**src/hw/nirr_pkg.sv**
```systemverilog
// constants, types and timing for the nand rom reader host
package nirr_pkg;

    // ==========================================================
    // timing, printed figures in ns, cycle counts derived
    localparam int CLK_NS    = 5;
    localparam int T_WP_NS   = 25;
    localparam int T_WC_NS   = 50;
    localparam int T_REA_NS  = 35;
    localparam int T_RC_NS   = 50;
    localparam int T_WB_NS   = 200;
    localparam int T_RR_NS   = 20;
    localparam int T_CEH_NS  = 100;
    localparam int SYNC_CYC  = 2;

    function automatic int nirr_min_cyc(input int ns);
        int c;
        c = (ns + CLK_NS - 1) / CLK_NS;
        return (c < 1) ? 1 : c;
    endfunction

    localparam int WP_CYC  = nirr_min_cyc(T_WP_NS);
    localparam int WC_CYC  = nirr_min_cyc(T_WC_NS);
    localparam int REA_CYC = nirr_min_cyc(T_REA_NS);
    localparam int RC_CYC  = nirr_min_cyc(T_RC_NS);
    localparam int WB_CYC  = nirr_min_cyc(T_WB_NS);
    localparam int RR_CYC  = nirr_min_cyc(T_RR_NS);
    localparam int CEH_CYC = nirr_min_cyc(T_CEH_NS);
    localparam int TMR_W   = 8;

    // ==========================================================
    // commands and page geometry
    localparam logic [7:0] CMD_READ1 = 8'h00;
    localparam logic [7:0] CMD_READ2 = 8'h01;
    localparam logic [7:0] CMD_READ3 = 8'h50;
    localparam logic [7:0] CMD_RESET = 8'hFF;
    localparam logic [7:0] SPARE_VAL = 8'hFF;

    localparam int         COL_W      = 10;
    localparam int         PG_W       = 5;
    localparam logic [9:0] PAGE_MAIN  = 10'h200;
    localparam logic [9:0] PAGE_LAST  = 10'h20F;
    localparam logic [4:0] PG_LAST    = 5'h1F;
    localparam int         ADDR_BYTES = 3;

    // ==========================================================
    // types
    typedef enum logic [1:0] {
        NIRR_RD1 = 2'h0,
        NIRR_RD2 = 2'h1,
        NIRR_RD3 = 2'h2,
        NIRR_RST = 2'h3
    } nirr_op_t;

    typedef struct packed {
        nirr_op_t    op;
        logic [24:0] addr;
    } nirr_req_t;

    typedef struct packed {
        logic cle;
        logic ale;
        logic ce_n;
        logic we_n;
        logic output_strobe_n;
    } nirr_pins_t;

    typedef enum logic [2:0] {
        ST_IDLE = 3'h0,
        ST_CMD  = 3'h1,
        ST_ADDR = 3'h3,
        ST_BUSY = 3'h2,
        ST_READ = 3'h6,
        ST_END  = 3'h7
    } nirr_state_t;

endpackage

```
**src/hw/nirr_host.sv**
```systemverilog
// host controller driving a nand-style read-only memory over its pins
// How it works
// - host sends only reset while busy
// - one shared 8-bit bidirectional bus
// - latch, select and strobe levels per cycle
// - three address bytes, low byte first
// - no strobe until ready after page end
`timescale 1ns/1ps
module nirr_host
    import nirr_pkg::*;
(
    input  wire logic                 clk_i,
    input  wire logic                 reset_i,
    input  wire logic                 req_valid_i,
    input  wire nirr_pkg::nirr_req_t  req_i,
    output logic                      req_ready_o,
    input  wire logic                 stop_i,
    output logic [7:0]                rd_data_o,
    output logic                      rd_valid_o,
    output logic                      spare_err_o,
    output logic                      done_o,
    output nirr_pkg::nirr_pins_t      pins_o,
    output logic [7:0]                io_out_o,
    output logic                      io_oe_o,
    input  wire logic [7:0]           io_in_i,
    input  wire logic                 ready_busy_n_i
);
    import nirr_pkg::*;

    // ==========================================================
    // helpers
    function automatic logic [7:0] cmd_byte(input nirr_op_t op);
        case (op)
            NIRR_RD1: return CMD_READ1;
            NIRR_RD2: return CMD_READ2;
            NIRR_RD3: return CMD_READ3;
            default:  return CMD_RESET;
        endcase
    endfunction

    // a8 never goes on the bus; upper nibble zero in mode three
    function automatic logic [7:0] addr_byte(input nirr_op_t op,
                                             input logic [24:0] a,
                                             input logic [1:0] sel);
        case (sel)
            2'h0:    return (op == NIRR_RD3) ? {4'h0, a[3:0]} : a[7:0];
            2'h1:    return a[16:9];
            default: return a[24:17];
        endcase
    endfunction

    // first column of the area that the read mode selects
    function automatic logic [9:0] first_col(input nirr_op_t op,
                                             input logic [7:0] lo);
        case (op)
            NIRR_RD2: return {2'h1, lo};
            NIRR_RD3: return PAGE_MAIN | {6'h00, lo[3:0]};
            default:  return {2'h0, lo};
        endcase
    endfunction

    // ==========================================================
    // pin synchronisers
    logic [7:0] io_meta;
    logic [7:0] io_sync;
    logic       rdy_meta;
    logic       rdy_sync;

    always_ff @(posedge clk_i) begin
        io_meta <= io_in_i;
        io_sync <= io_meta;
        rdy_meta <= ready_busy_n_i;
        rdy_sync <= rdy_meta;
    end

    // ==========================================================
    // sequencer and pins
    nirr_state_t      state;
    nirr_op_t         op;
    logic [24:0]      addr;
    logic [1:0]       byte_sel;
    logic [TMR_W-1:0] tmr;
    logic [COL_W-1:0] col;
    logic [PG_W-1:0]  page;

    always_ff @(posedge clk_i) begin
        rd_valid_o <= 1'b0;
        done_o     <= 1'b0;
        if (reset_i) begin
            state       <= ST_IDLE;
            op          <= NIRR_RD1;
            addr        <= '0;
            byte_sel    <= 2'h0;
            tmr         <= '0;
            col         <= '0;
            page        <= '0;
            pins_o      <= '{cle: 1'b0, ale: 1'b0, ce_n: 1'b1,
                             we_n: 1'b1, output_strobe_n: 1'b1};
            io_out_o    <= 8'h00;
            io_oe_o     <= 1'b0;
            req_ready_o <= 1'b0;
            rd_data_o   <= 8'h00;
            spare_err_o <= 1'b0;
        end else begin
            case (state)
            ST_IDLE: begin
                // reads wait for ready; reset may go at any time
                req_ready_o <= rdy_sync;
                if (req_valid_i && (req_i.op == NIRR_RST || rdy_sync)) begin
                    op          <= req_i.op;
                    addr        <= req_i.addr;
                    col         <= first_col(req_i.op,
                                             req_i.addr[7:0]);
                    page        <= req_i.addr[13:9];
                    byte_sel    <= 2'h0;
                    tmr         <= '0;
                    io_out_o    <= cmd_byte(req_i.op);
                    io_oe_o     <= 1'b1;
                    pins_o      <= '{cle: 1'b1, ale: 1'b0, ce_n: 1'b0,
                                     we_n: 1'b0,
                                     output_strobe_n: 1'b1};
                    req_ready_o <= 1'b0;
                    spare_err_o <= 1'b0;
                    state       <= ST_CMD;
                end
            end
            ST_CMD, ST_ADDR: begin
                tmr <= tmr + 1'b1;
                if (tmr == TMR_W'(WP_CYC - 1))
                    pins_o.we_n <= 1'b1;
                if (tmr == TMR_W'(WC_CYC - 1)) begin
                    tmr <= '0;
                    if (op == NIRR_RST || byte_sel == 2'(ADDR_BYTES)) begin
                        io_oe_o    <= 1'b0;
                        pins_o.cle <= 1'b0;
                        pins_o.ale <= 1'b0;
                        state      <= ST_BUSY;
                    end else begin
                        // a8 set by command, never on the bus
                        io_out_o    <= addr_byte(op, addr,
                                                 byte_sel);
                        byte_sel    <= byte_sel + 1'b1;
                        pins_o.cle  <= 1'b0;
                        pins_o.ale  <= 1'b1;
                        pins_o.we_n <= 1'b0;
                        state       <= ST_ADDR;
                    end
                end
            end
            ST_BUSY: begin
                // blind wait covers the gap before busy shows
                if (tmr < TMR_W'(WB_CYC))
                    tmr <= tmr + 1'b1;
                else if (!rdy_sync)
                    tmr <= tmr;
                else if (tmr < TMR_W'(WB_CYC + RR_CYC))
                    tmr <= tmr + 1'b1;
                else begin
                    tmr <= '0;
                    if (op == NIRR_RST) begin
                        pins_o.ce_n <= 1'b1;
                        state       <= ST_END;
                    end else begin
                        pins_o.output_strobe_n <= 1'b0;
                        state       <= ST_READ;
                    end
                end
            end
            ST_READ: begin
                tmr <= tmr + 1'b1;
                if (tmr == TMR_W'(REA_CYC + SYNC_CYC - 1)) begin
                    rd_data_o   <= io_sync;
                    rd_valid_o  <= 1'b1;
                    pins_o.output_strobe_n <= 1'b1;
                    if (col >= PAGE_MAIN && io_sync != SPARE_VAL)
                        spare_err_o <= 1'b1;
                end
                if (tmr == TMR_W'(RC_CYC - 1)) begin
                    tmr <= '0;
                    if (col == PAGE_LAST) begin
                        col <= (op == NIRR_RD3) ? PAGE_MAIN : '0;
                        if (page == PG_LAST) begin
                            pins_o.ce_n <= 1'b1;
                            state       <= ST_END;
                        end else begin
                            page  <= page + 1'b1;
                            state <= ST_BUSY;
                        end
                    end else begin
                        col <= col + 1'b1;
                        if (stop_i) begin
                            pins_o.ce_n <= 1'b1;
                            state       <= ST_END;
                        end else
                            pins_o.output_strobe_n <= 1'b0;
                    end
                end
            end
            ST_END: begin
                tmr <= tmr + 1'b1;
                if (tmr == TMR_W'(CEH_CYC - 1)) begin
                    tmr    <= '0;
                    done_o <= 1'b1;
                    state  <= ST_IDLE;
                end
            end
            default: state <= ST_IDLE;
            endcase
        end
    end
endmodule

```
**config.mk**
```make
export PLATFORM = sky130hd
export DESIGN_NAME = nirr_host
export DESIGN_NICKNAME = d
export VERILOG_FILES = /design/src/hw/nirr_pkg.sv /design/src/hw/nirr_host.sv
export SDC_FILE = /design/constraint.sdc
export NUM_CORES = 1
export LEC_CHECK = 0
export ABC_CLOCK_PERIOD_IN_PS = 5900
export BUFFER_PORTS_ARGS = -buffer_cell sky130_fd_sc_hd__buf_2
export CAP_MARGIN = 0
export CORE_MARGIN = 2
export CORE_UTILIZATION = 61
export DETAILED_ROUTE_END_ITERATION = 6
export GPL_TIMING_DRIVEN = 1
export PLACE_DENSITY = 0.82
export SLEW_MARGIN = 10
export SYNTH_ARGS = -nofsm -noshare
export SYNTH_HDL_FRONTEND = slang
export SYNTH_SLANG_ARGS = --single-unit
```
**constraint.sdc**
```tcl
create_clock -name clk_i -period 5.9 [get_ports clk_i]
set_clock_uncertainty 0.2 [all_clocks]
set_input_delay 0.295 -clock clk_i [delete_from_list [all_inputs] [get_ports clk_i]]
set_output_delay 0.295 -clock clk_i [all_outputs]
set_load 0.01 [all_outputs]
```
* After elaboration in Yosys (flattened, before gate mapping)
Index checks and enable logic that the tools add are counted.
Widths: inputs -> output; s select.
** Word-level totals
- Bits in registers :: 99
- Input bits :: 40
- Output and inout port bits :: 26
- Logic and storage cells :: 176
** Cells by class
- Add/subtract/negate cells :: 4
- Order comparisons :: 3
- Equal/unequal tests :: 37
- Muxes and demuxes :: 79
- Bitwise operators :: 2
- Reductions and logical operators :: 28
** Operators by type and width (count)
- $mux 8 :: 10
- $mux 10 :: 4
- $pmux 10 s2 :: 2
- $pmux 8 s2 :: 2
- $pmux 8 s4 :: 1
- $mux 1 :: 31
- $mux 3 :: 10
- $ne 2x2->1 const B :: 15
- $mux 5 :: 5
- $pmux 8 s3 :: 1
- $eq 8x4->1 const B :: 2
- $lt 8x6->1 const B :: 2
- $pmux 3 s5 :: 1
- $reduce_and 4->1 :: 3
- $add 10x1->10 const B :: 1
- $eq 10x10->1 const B :: 1
- $eq 2x2->1 const B :: 5
- $ge 10x10->1 const B :: 1
- $pmux 5 s2 :: 1
- $ne 3x3->1 const B :: 3
- $reduce_and 3->1 :: 3
- $reduce_and 9->1 :: 1
- $add 8x1->8 const B :: 1
- $eq 8x3->1 const B :: 1
- other kinds (27) :: 46

* Longest topological paths before layout
Gate-level depths: netlist of the first run.
- Depth after elaboration :: 6
- Depth in mapped cells :: 8
- Gate-level depth less buffers :: 7

* Worst setup path after synthesis of the first run
No wires, ideal clock.
- Path kind :: register -> register
- Start point :: register col[6]
- End point :: register state[2]
- Library setup time :: 0.131 ns
- Arrival :: 1.775 ns
- Data required time :: 5.569 ns
- Slack :: 3.794 ns
- Cell stages (with the launch flop) :: 6
- Buffers on the path :: 0
- Clock period less this slack :: 2.106 ns
- Cells stage by stage :: dfxtp_1 > or4b_4 > o31ai_4 > o2bb2ai_2 > o311ai_2 > o41ai_2
** On the way
- Longest elaborated chain between the ends :: 4
- Elaborated cells on any way between the ends :: 6
- Those cells by class :: eq/ne: 2; mux: 3; reduce/logical: 1
** Ends and longest elaborated chain
- start, declared :: RTL line nirr_host.sv:83 : logic [COL_W-1:0] col;
- start signal, assigned :: RTL line nirr_host.sv:112 : col <= first_col(req_i.op,
- start signal, assigned :: RTL line nirr_host.sv:181 : col <= (op == NIRR_RD3) ? PAGE_MAIN : '0;
- start signal, assigned :: RTL line nirr_host.sv:190 : col <= col + 1'b1;
- $eq 10x10->1 * :: RTL line nirr_host.sv:180 : if (col == PAGE_LAST) begin
- $mux 3 :: RTL line nirr_host.sv:180
- $mux 3 :: RTL line nirr_host.sv:178 : if (tmr == TMR_W'(RC_CYC - 1)) begin
- $pmux 3 s5 :: RTL line nirr_host.sv:105 : case (state)
- end signal, assigned :: RTL line nirr_host.sv:184 : state <= ST_END;
- end signal, assigned :: RTL line nirr_host.sv:187 : state <= ST_BUSY;
- end signal, assigned :: RTL line nirr_host.sv:193 : state <= ST_END;
- end, declared :: RTL line nirr_host.sv:78 : nirr_state_t state;
Mark *: on every way between the ends. The rest lies on a longest branch, timed or not. The select of a mux whose other input is x is not followed.
A chain may end at the register's enable or synchronous reset.

* Worst setup path in the final report of the first run
- Start point :: register state[2]
- End point :: register rd_data_o[3]
** On the way
- Longest elaborated chain between the ends :: 2
** Ends and longest elaborated chain
- start signal, assigned :: RTL line nirr_host.sv:90 : state <= ST_IDLE;
- start signal, assigned :: RTL line nirr_host.sv:124 : state <= ST_CMD;
- start signal, assigned :: RTL line nirr_host.sv:137 : state <= ST_BUSY;
- $eq 3x3->1 :: RTL line nirr_host.sv:105
- $reduce_and 2->1 (no line)
- end signal, assigned :: RTL line nirr_host.sv:172 : rd_data_o <= io_sync;
- end, declared :: RTL line nirr_host.sv:18 : output logic [7:0] rd_data_o,
Every way passes these cells.

==> results of run 1 <==
flip-flops by register name, summed over array words and instances, names as in the netlist, 8 cells and up, named ones only:
signal     count
addr          24
col           10
io_meta        8
io_out_o       8
io_sync        8
rd_data_o      8
tmr            8
per-layer routing:
| metal | up-vias | global-route usage, % |
|---|---|---|
| li1 | 2040 | - |
| met1 | 1927 | 37.90 |
| met2 | 129 | 48.86 |
| met3 | 21 | 5.576 |
| met4 | 0 | 10.58 |
| met5 | - | 0 |
stage by stage:
stage	power, µW	cell area, µm²
floorplan	828.7	4476
global placement	873.1	4797
detailed placement	877.7	4797
CTS	1356	5361
global route	1414	5361
finish	1359	5361
kinds of logic (layout without fill, tap and decap cells):
logic type      Yosys count  in the layout
simple gates            225            225
compound gates          132            132
flops                    98             98
buf+inv                  47            131
fa+ha+maj                13             13
mux                      12             12
xor+xnor                  5              5
where the power goes:
part           internal (µW)  total, µW  switching [µW]
Sequential               693        716            23.8
Combinational           72.4        168            95.6
Clock                    209        474             265
Total                    974       1360             385
path summary, 6_finish.rpt:
kind / from / end / slack (ns) / depth (start not counted)
worst max-delay path: state[2] / rd_data_o[3] / 3.07 / 4
worst max register to register: state[2] / rd_data_o[3] / 3.07 / 4
worst min register to register: io_meta[3] / io_sync[3] / 0.13 / 0
worst min-delay path: req_i[0] / addr[0] / 0.04 / 3
critical path, cell delays in order, from the launching register on:
cell	delay, ns
dfxtp_1	0.71
and3b_1	0.55
nand4_1	0.72
mux2i_1	0.44
nor2_1	0.07
cell usage after synthesis, types with 4 or more instances:
cell	count
dfxtp_1	98
nand2_1	97
a21oi_1	62
nor2_1	38
nand3_1	32
clkbuf_1	20
inv_1	14
o21ai_0	14
ha_1	13
mux2i_1	12
buf_2	11
nor3b_1	9
nor3_1	7
and3_1	6
nand4_1	6
a31oi_1	5
nor2b_1	5
o31ai_1	5
a211oi_1	4
a22oi_1	4
xnor2_1	4
area by class of cell:
type	instances	area, µm²	share of cell area (%)
clock buffers	9	123.9	2.310
well taps	99	123.9	2.310
clock inverters	7	100.1	1.867
multi-input cells	387	2316	43.20
flip-flops and latches	98	1962	36.59
inverters	14	52.55	0.9802
repair buffers	101	683.2	12.74
repair_timing:
| action | CTS | global route |
|---|---|---|
| hold buffers | 34 | 0 |
| endpoints found under the hold margin | 34 | 0 |
| endpoints found under the setup margin | 0 | 0 |
==> reports/qor.txt, run 1 <==
Net Count, Synth -> 585
Fin cells -> 715
Routed Antenna Nets -> 0
Area Growth Syn to Fin -> 19.79%
Max Fclk -> 353.4 MHz
Overflow after GRT -> 0
WL final -> 11360 µm
Reg clk slew, reported paths -> 0.10 ns
CP Class -> flip-flop to flip-flop
Worst hold slack -> 0.04335 ns
Core ar. -> 7176 µm²
# placed instances -> 665
Die area -> 8038 µm²
Max-Cap Viols -> 0
Post-synthesis compound-gate area fraction -> 20.04%
Synth warn -> 0
Clock latency on the worst-skew pair -> 0.39 ns
Slew Viols, Final -> 0
Biggest area consumer among synthesized cells -> dfxtp_1
Worst Setup Slack, final -> 3.071 ns
First-pass GRT wire length -> 18110 µm
Clock buffer depth -> 2
TritonCTS Sinks -> 98
Routed via count -> 4117
Main combinational cell family by area after synthesis -> simple AND/OR/NAND/NOR gates
Commonest non-fill, non-tap cell in the layout -> dfxtp_1
Num CTS Buffers -> 9
Root Buffer Master -> clkbuf_8
Total track usage -> 29.30%
Num rows -> 31
Total iterations of the first detailed-routing run -> 5
RSZ-0062 raised after global routing -> no
TritonCTS clock tree -> built
Fill count -> 526
Final worst-path cycle share -> 47.95%
Max IR drop VDD -> 256.0 µV
Synth top area share -> 43.84%
Antenna violations before repair -> 0
Slew @ Worst Pin -> 1.044 ns
# diodes -> 0
Synth Register Bits -> 98
Dpl hpwl -> 7329 µm
Layout net count -> 664
Simple-gate share of the synthesized area -> 24.41%
First DRT Iteration DRCs -> 299
Wl on met1 -> 4914 µm
Outcome -> finished, final reports clean
Final hold violation count -> 0
Dominant cells by area after synthesis -> dfxtp_1 (44%), nand2_1 (8.1%), a21oi_1 (6.9%)
Relative slew slack -> 30.26%
Final core utilization -> 74.72%
Via/cell ratio -> 5.758
DR WL/cell -> 15.89 µm
Die Wd -> 89.66 µm
Post-Place Worst Slack -> 3.200 ns
Arrival time worst endpoint -> 2.88 ns
Most frequent cells in the layout -> dfxtp_1 (98), nand2_1 (97), buf_2 (64)
PostCTS Resize Cnt -> 0
Pwr dens -> 253.4 nW/µm²
Critical path required time -> 5.95 ns
Routed wl met2 -> 5601 µm
Crit start category -> flip-flop
Tmin final -> 2.829 ns
DR top layer -> met4
Initial core utilization -> 62.37%
Leak -> 0.002182 µW
Largest net degree at the start of global routing -> 75
Synth async-reset ratio -> 0%
DRC Markers -> 0
CP endpoint kind -> flip-flop
Post-synth cell types -> 66
Worst min path class -> primary input to flip-flop
Met3 WL post-DR -> 607 µm
Post-synth EDFFs -> 0
Post-synthesis mux area share -> 2.684%
Final-report setup violation count -> 0
Die height -> 89.66 µm
# port buffers -> 64
Vias in the first global route -> 3807
Fin Setup TNS -> 0 ns
Post-synthesis cell area -> 4476 µm²
GP Congestion -> 0.8598
Post-synthesis sequential area ratio -> 43.84%
H-tree depth -> 3
Worst Path Max Fanout -> 17
Share of layout cells above drive strength 1 -> 16.07%
Main flop type after synthesis -> dfxtp_1
Xor/xnor cell area share of the yosys netlist -> 0.9785%
Adder-cell share of the synthesized area -> 3.634%
Mean post-synth cell area -> 8.413 µm²
# Post-CTS Setup Buffers -> 0
Gate Count Post-Synth -> 532
I/O pins -> 66
Note: power is estimated with default switching activity, not from simulation.
==> run 2: changes to the inputs <==
ABC_AREA = 1   (was not set)
ABC_CLOCK_PERIOD_IN_PS = 2900   (was 5900)
CORE_UTILIZATION = 57   (was 61)
PLACE_DENSITY = 0.78   (was 0.82)
clock period = 2.9 ns   (was 5.9 ns; I/O delays follow)
==> run 2 against run 1 <==
Effect of this change: sequential share of layout area shrank 0.36 points; setup slack got worse by 2.8 ns; critical path depth is 6 higher; die area up 5.5%; combinational power increased to 7.7 times the previous value; clock-buffer cell count stayed put; power rose to 3.0 times the previous value; hold slack better by 0.054 ns; synthesized cell count increased by 13%; via count increased by 5.4%; critical path type is now primary input to flip-flop; critical endpoint is now addr[2]; largest power group unchanged; highest routed layer unchanged.
==> reports/qor.txt, run 2 <==
Most frequent cells in the layout -> dfxtp_1 (98), nand2_1 (97), nor2_1 (90)
Gate Count Post-Synth -> 599
Clock power frac -> 23.9%
Die height -> 92.10 µm
Dpl hpwl -> 7542 µm
Design Area, Final -> 5414 µm²
Fill count -> 616
TritonCTS clock tree -> built
Synth top cells by count -> dfxtp_1 (98), nand2_1 (97), nor2_1 (90)
Synth top area share -> 44.34%
Post-synth EDFFs -> 0
Crit start category -> primary input
Mean post-synth cell area -> 7.386 µm²
Share of layout cells above drive strength 1 -> 16.93%
Comb pwr share -> 32.4%
Leak -> 0.002443 µW
GP Congestion -> 0.8851
Largest net degree at the start of global routing -> 29
Commonest non-fill, non-tap cell in the layout -> dfxtp_1
Dpl cell area -> 4805 µm²
Slew Viols, Final -> 0
Synth async-reset ratio -> 0%
# port buffers -> 64
Clock latency on the worst-skew pair -> 0.37 ns
Pwr dens -> 741.3 nW/µm²
RSZ-0062 raised after global routing -> no
Reg clk slew, reported paths -> 0.10 ns
Relative slew slack -> 52.59%
Root Buffer Master -> clkbuf_8
Synth Register Bits -> 98
I/O pins -> 66
Biggest area consumer among synthesized cells -> dfxtp_1
Max-Cap Viols -> 0
First DRT Iteration DRCs -> 286
H-tree depth -> 3
Die Wd -> 92.10 µm
DR WL/cell -> 13.79 µm
Num CTS Buffers -> 9
# Post-CTS Setup Buffers -> 0
Largest register FFs -> 24
Num rows -> 32
Total track usage -> 26.90%
Max Fclk -> 379.1 MHz
Slew @ Worst Pin -> 0.7104 ns
Routed Antenna Nets -> 0
Final hold violation count -> 0
Dominant cells by area after synthesis -> dfxtp_1 (44%), o21ai_0 (8.3%), nand2_1 (8.2%)
Net Switching -> 1542 µW
Tmin final -> 2.638 ns
Outcome -> finished, final reports clean
Synth warn -> 0
CP endpoint kind -> flip-flop
Routed via count -> 4341
TritonCTS Sinks -> 98
Initial core utilization -> 58.16%
Worst Path Max Fanout -> 19
Core ar. -> 7607 µm²
Worst min path class -> primary input to flip-flop
Largest regs -> addr (24), col (10)
Fin Setup TNS -> 0 ns
Post-synthesis sequential area ratio -> 44.34%
DRC Markers -> 0
Total iterations of the first detailed-routing run -> 6
Net Sw Frac -> 38.43%
Overflow after GRT -> 0
Arrival time worst endpoint -> 2.75 ns
Main flop type after synthesis -> dfxtp_1
Clock buffer depth -> 2
Vias in the first global route -> 4102
Die area -> 8482 µm²
Antenna violations before repair -> 0
P_int -> 2471 µW
Net Count, Synth -> 652
Max IR drop VDD -> 476.1 µV
Critical path required time -> 3.02 ns
CP Class -> primary input to flip-flop
First-pass GRT wire length -> 18560 µm
Area Growth Syn to Fin -> 22.37%
WL final -> 11100 µm
Count leader, synth -> dfxtp_1
Sequential share of power -> 43.6%
Largest register by flop count -> addr
Post-synth cell types -> 40
Final-report setup violation count -> 0
Via/cell ratio -> 5.393
# diodes -> 0
Post-synthesis cell area -> 4424 µm²
Final worst-path cycle share -> 90.97%
Layout net count -> 751
-- run 2: cells by family after synthesis --
family,after synthesis,share of synthesized area (%)
buf+inv,82,7.777
compound gates,158,19.40
flops,98,44.34
xor+xnor,5,0.9900
fa+ha+maj,13,3.677
simple gates,243,23.81
-- run 2: area by class of cell --
type / count / area (µm²) / area share, %
Clock buffer: 9 / 123.9 / 2.288
Sequential cell: 98 / 1962 / 36.24
Multi-Input combinational cell: 419 / 2118 / 39.13
Clock inverter: 7 / 95.09 / 1.756
Timing Repair Buffer: 109 / 755.7 / 13.96
Inverter: 61 / 231.5 / 4.275
Tap cell: 102 / 127.6 / 2.357
-- run 2: final timing paths --
path | start | to | slack, ns | depth (start not counted)
setup / recovery | req_i[25] | addr[2] | 0.26 | 10
hold / removal | stop_i | pins_o[0] | 0.1 | 6
setup reg to reg | state[2] | rd_data_o[7] | 0.56 | 7
hold reg to reg | io_meta[1] | io_sync[1] | 0.14 | 0
-- run 2: worst max-delay path: stages --
cell           delay [ns]
dlygate4sd3_1        0.55
buf_2                0.14
ha_1                 0.25
o21ai_1              0.28
nor2_1               0.11
inv_2                0.22
buf_4                0.29
nand2_1              0.08
a21oi_1              0.13
dlygate4sd3_1        0.56
-- run 2: routing by layer --
| metal | wire length, µm | vias up | global-route usage, % |
|---|---|---|---|
| li1 | - | 2166 | - |
| met1 | 4914 | 1990 | 35.86 |
| met2 | 5295 | 165 | 44.73 |
| met3 | 694 | 20 | 4.108 |
| met4 | 193 | 0 | 9.080 |
| met5 | 0 | - | 0 |
-- run 2: repair_timing --
item / CTS / global route
hold buffers: 39 / 0
endpoints found under the setup margin: 0 / 1
hold endpoints to repair: 54 / 0
resized for setup: 0 / 1
-- run 2: per-stage QoR --
stage / hold WS, ns / total power (µW) / instances / setup slack [ns] / util, %
floorplan: -0.02728 / 2686 / 599 / 1.192 / -
detailed placement: 0.04857 / 3002 / 750 / 0.6065 / 63.16
finish: 0.09727 / 4013 / 805 / 0.2619 / 71.17
global placement: 0.04693 / 2958 / 750 / 0.6710 / 63.16
global route: 0.1380 / 4272 / 805 / 0.1036 / 71.17
CTS: 0.07482 / 4000 / 805 / 0.1898 / 71.17
-- run 2: power groups by stage --
stage	registers, µW	logic, µW	clock network [µW]
floorplan	1770	918	0
global placement	1760	1200	0
detailed placement	1770	1230	0
CTS	1740	1280	974
global route	1780	1470	1020
finish	1750	1300	960
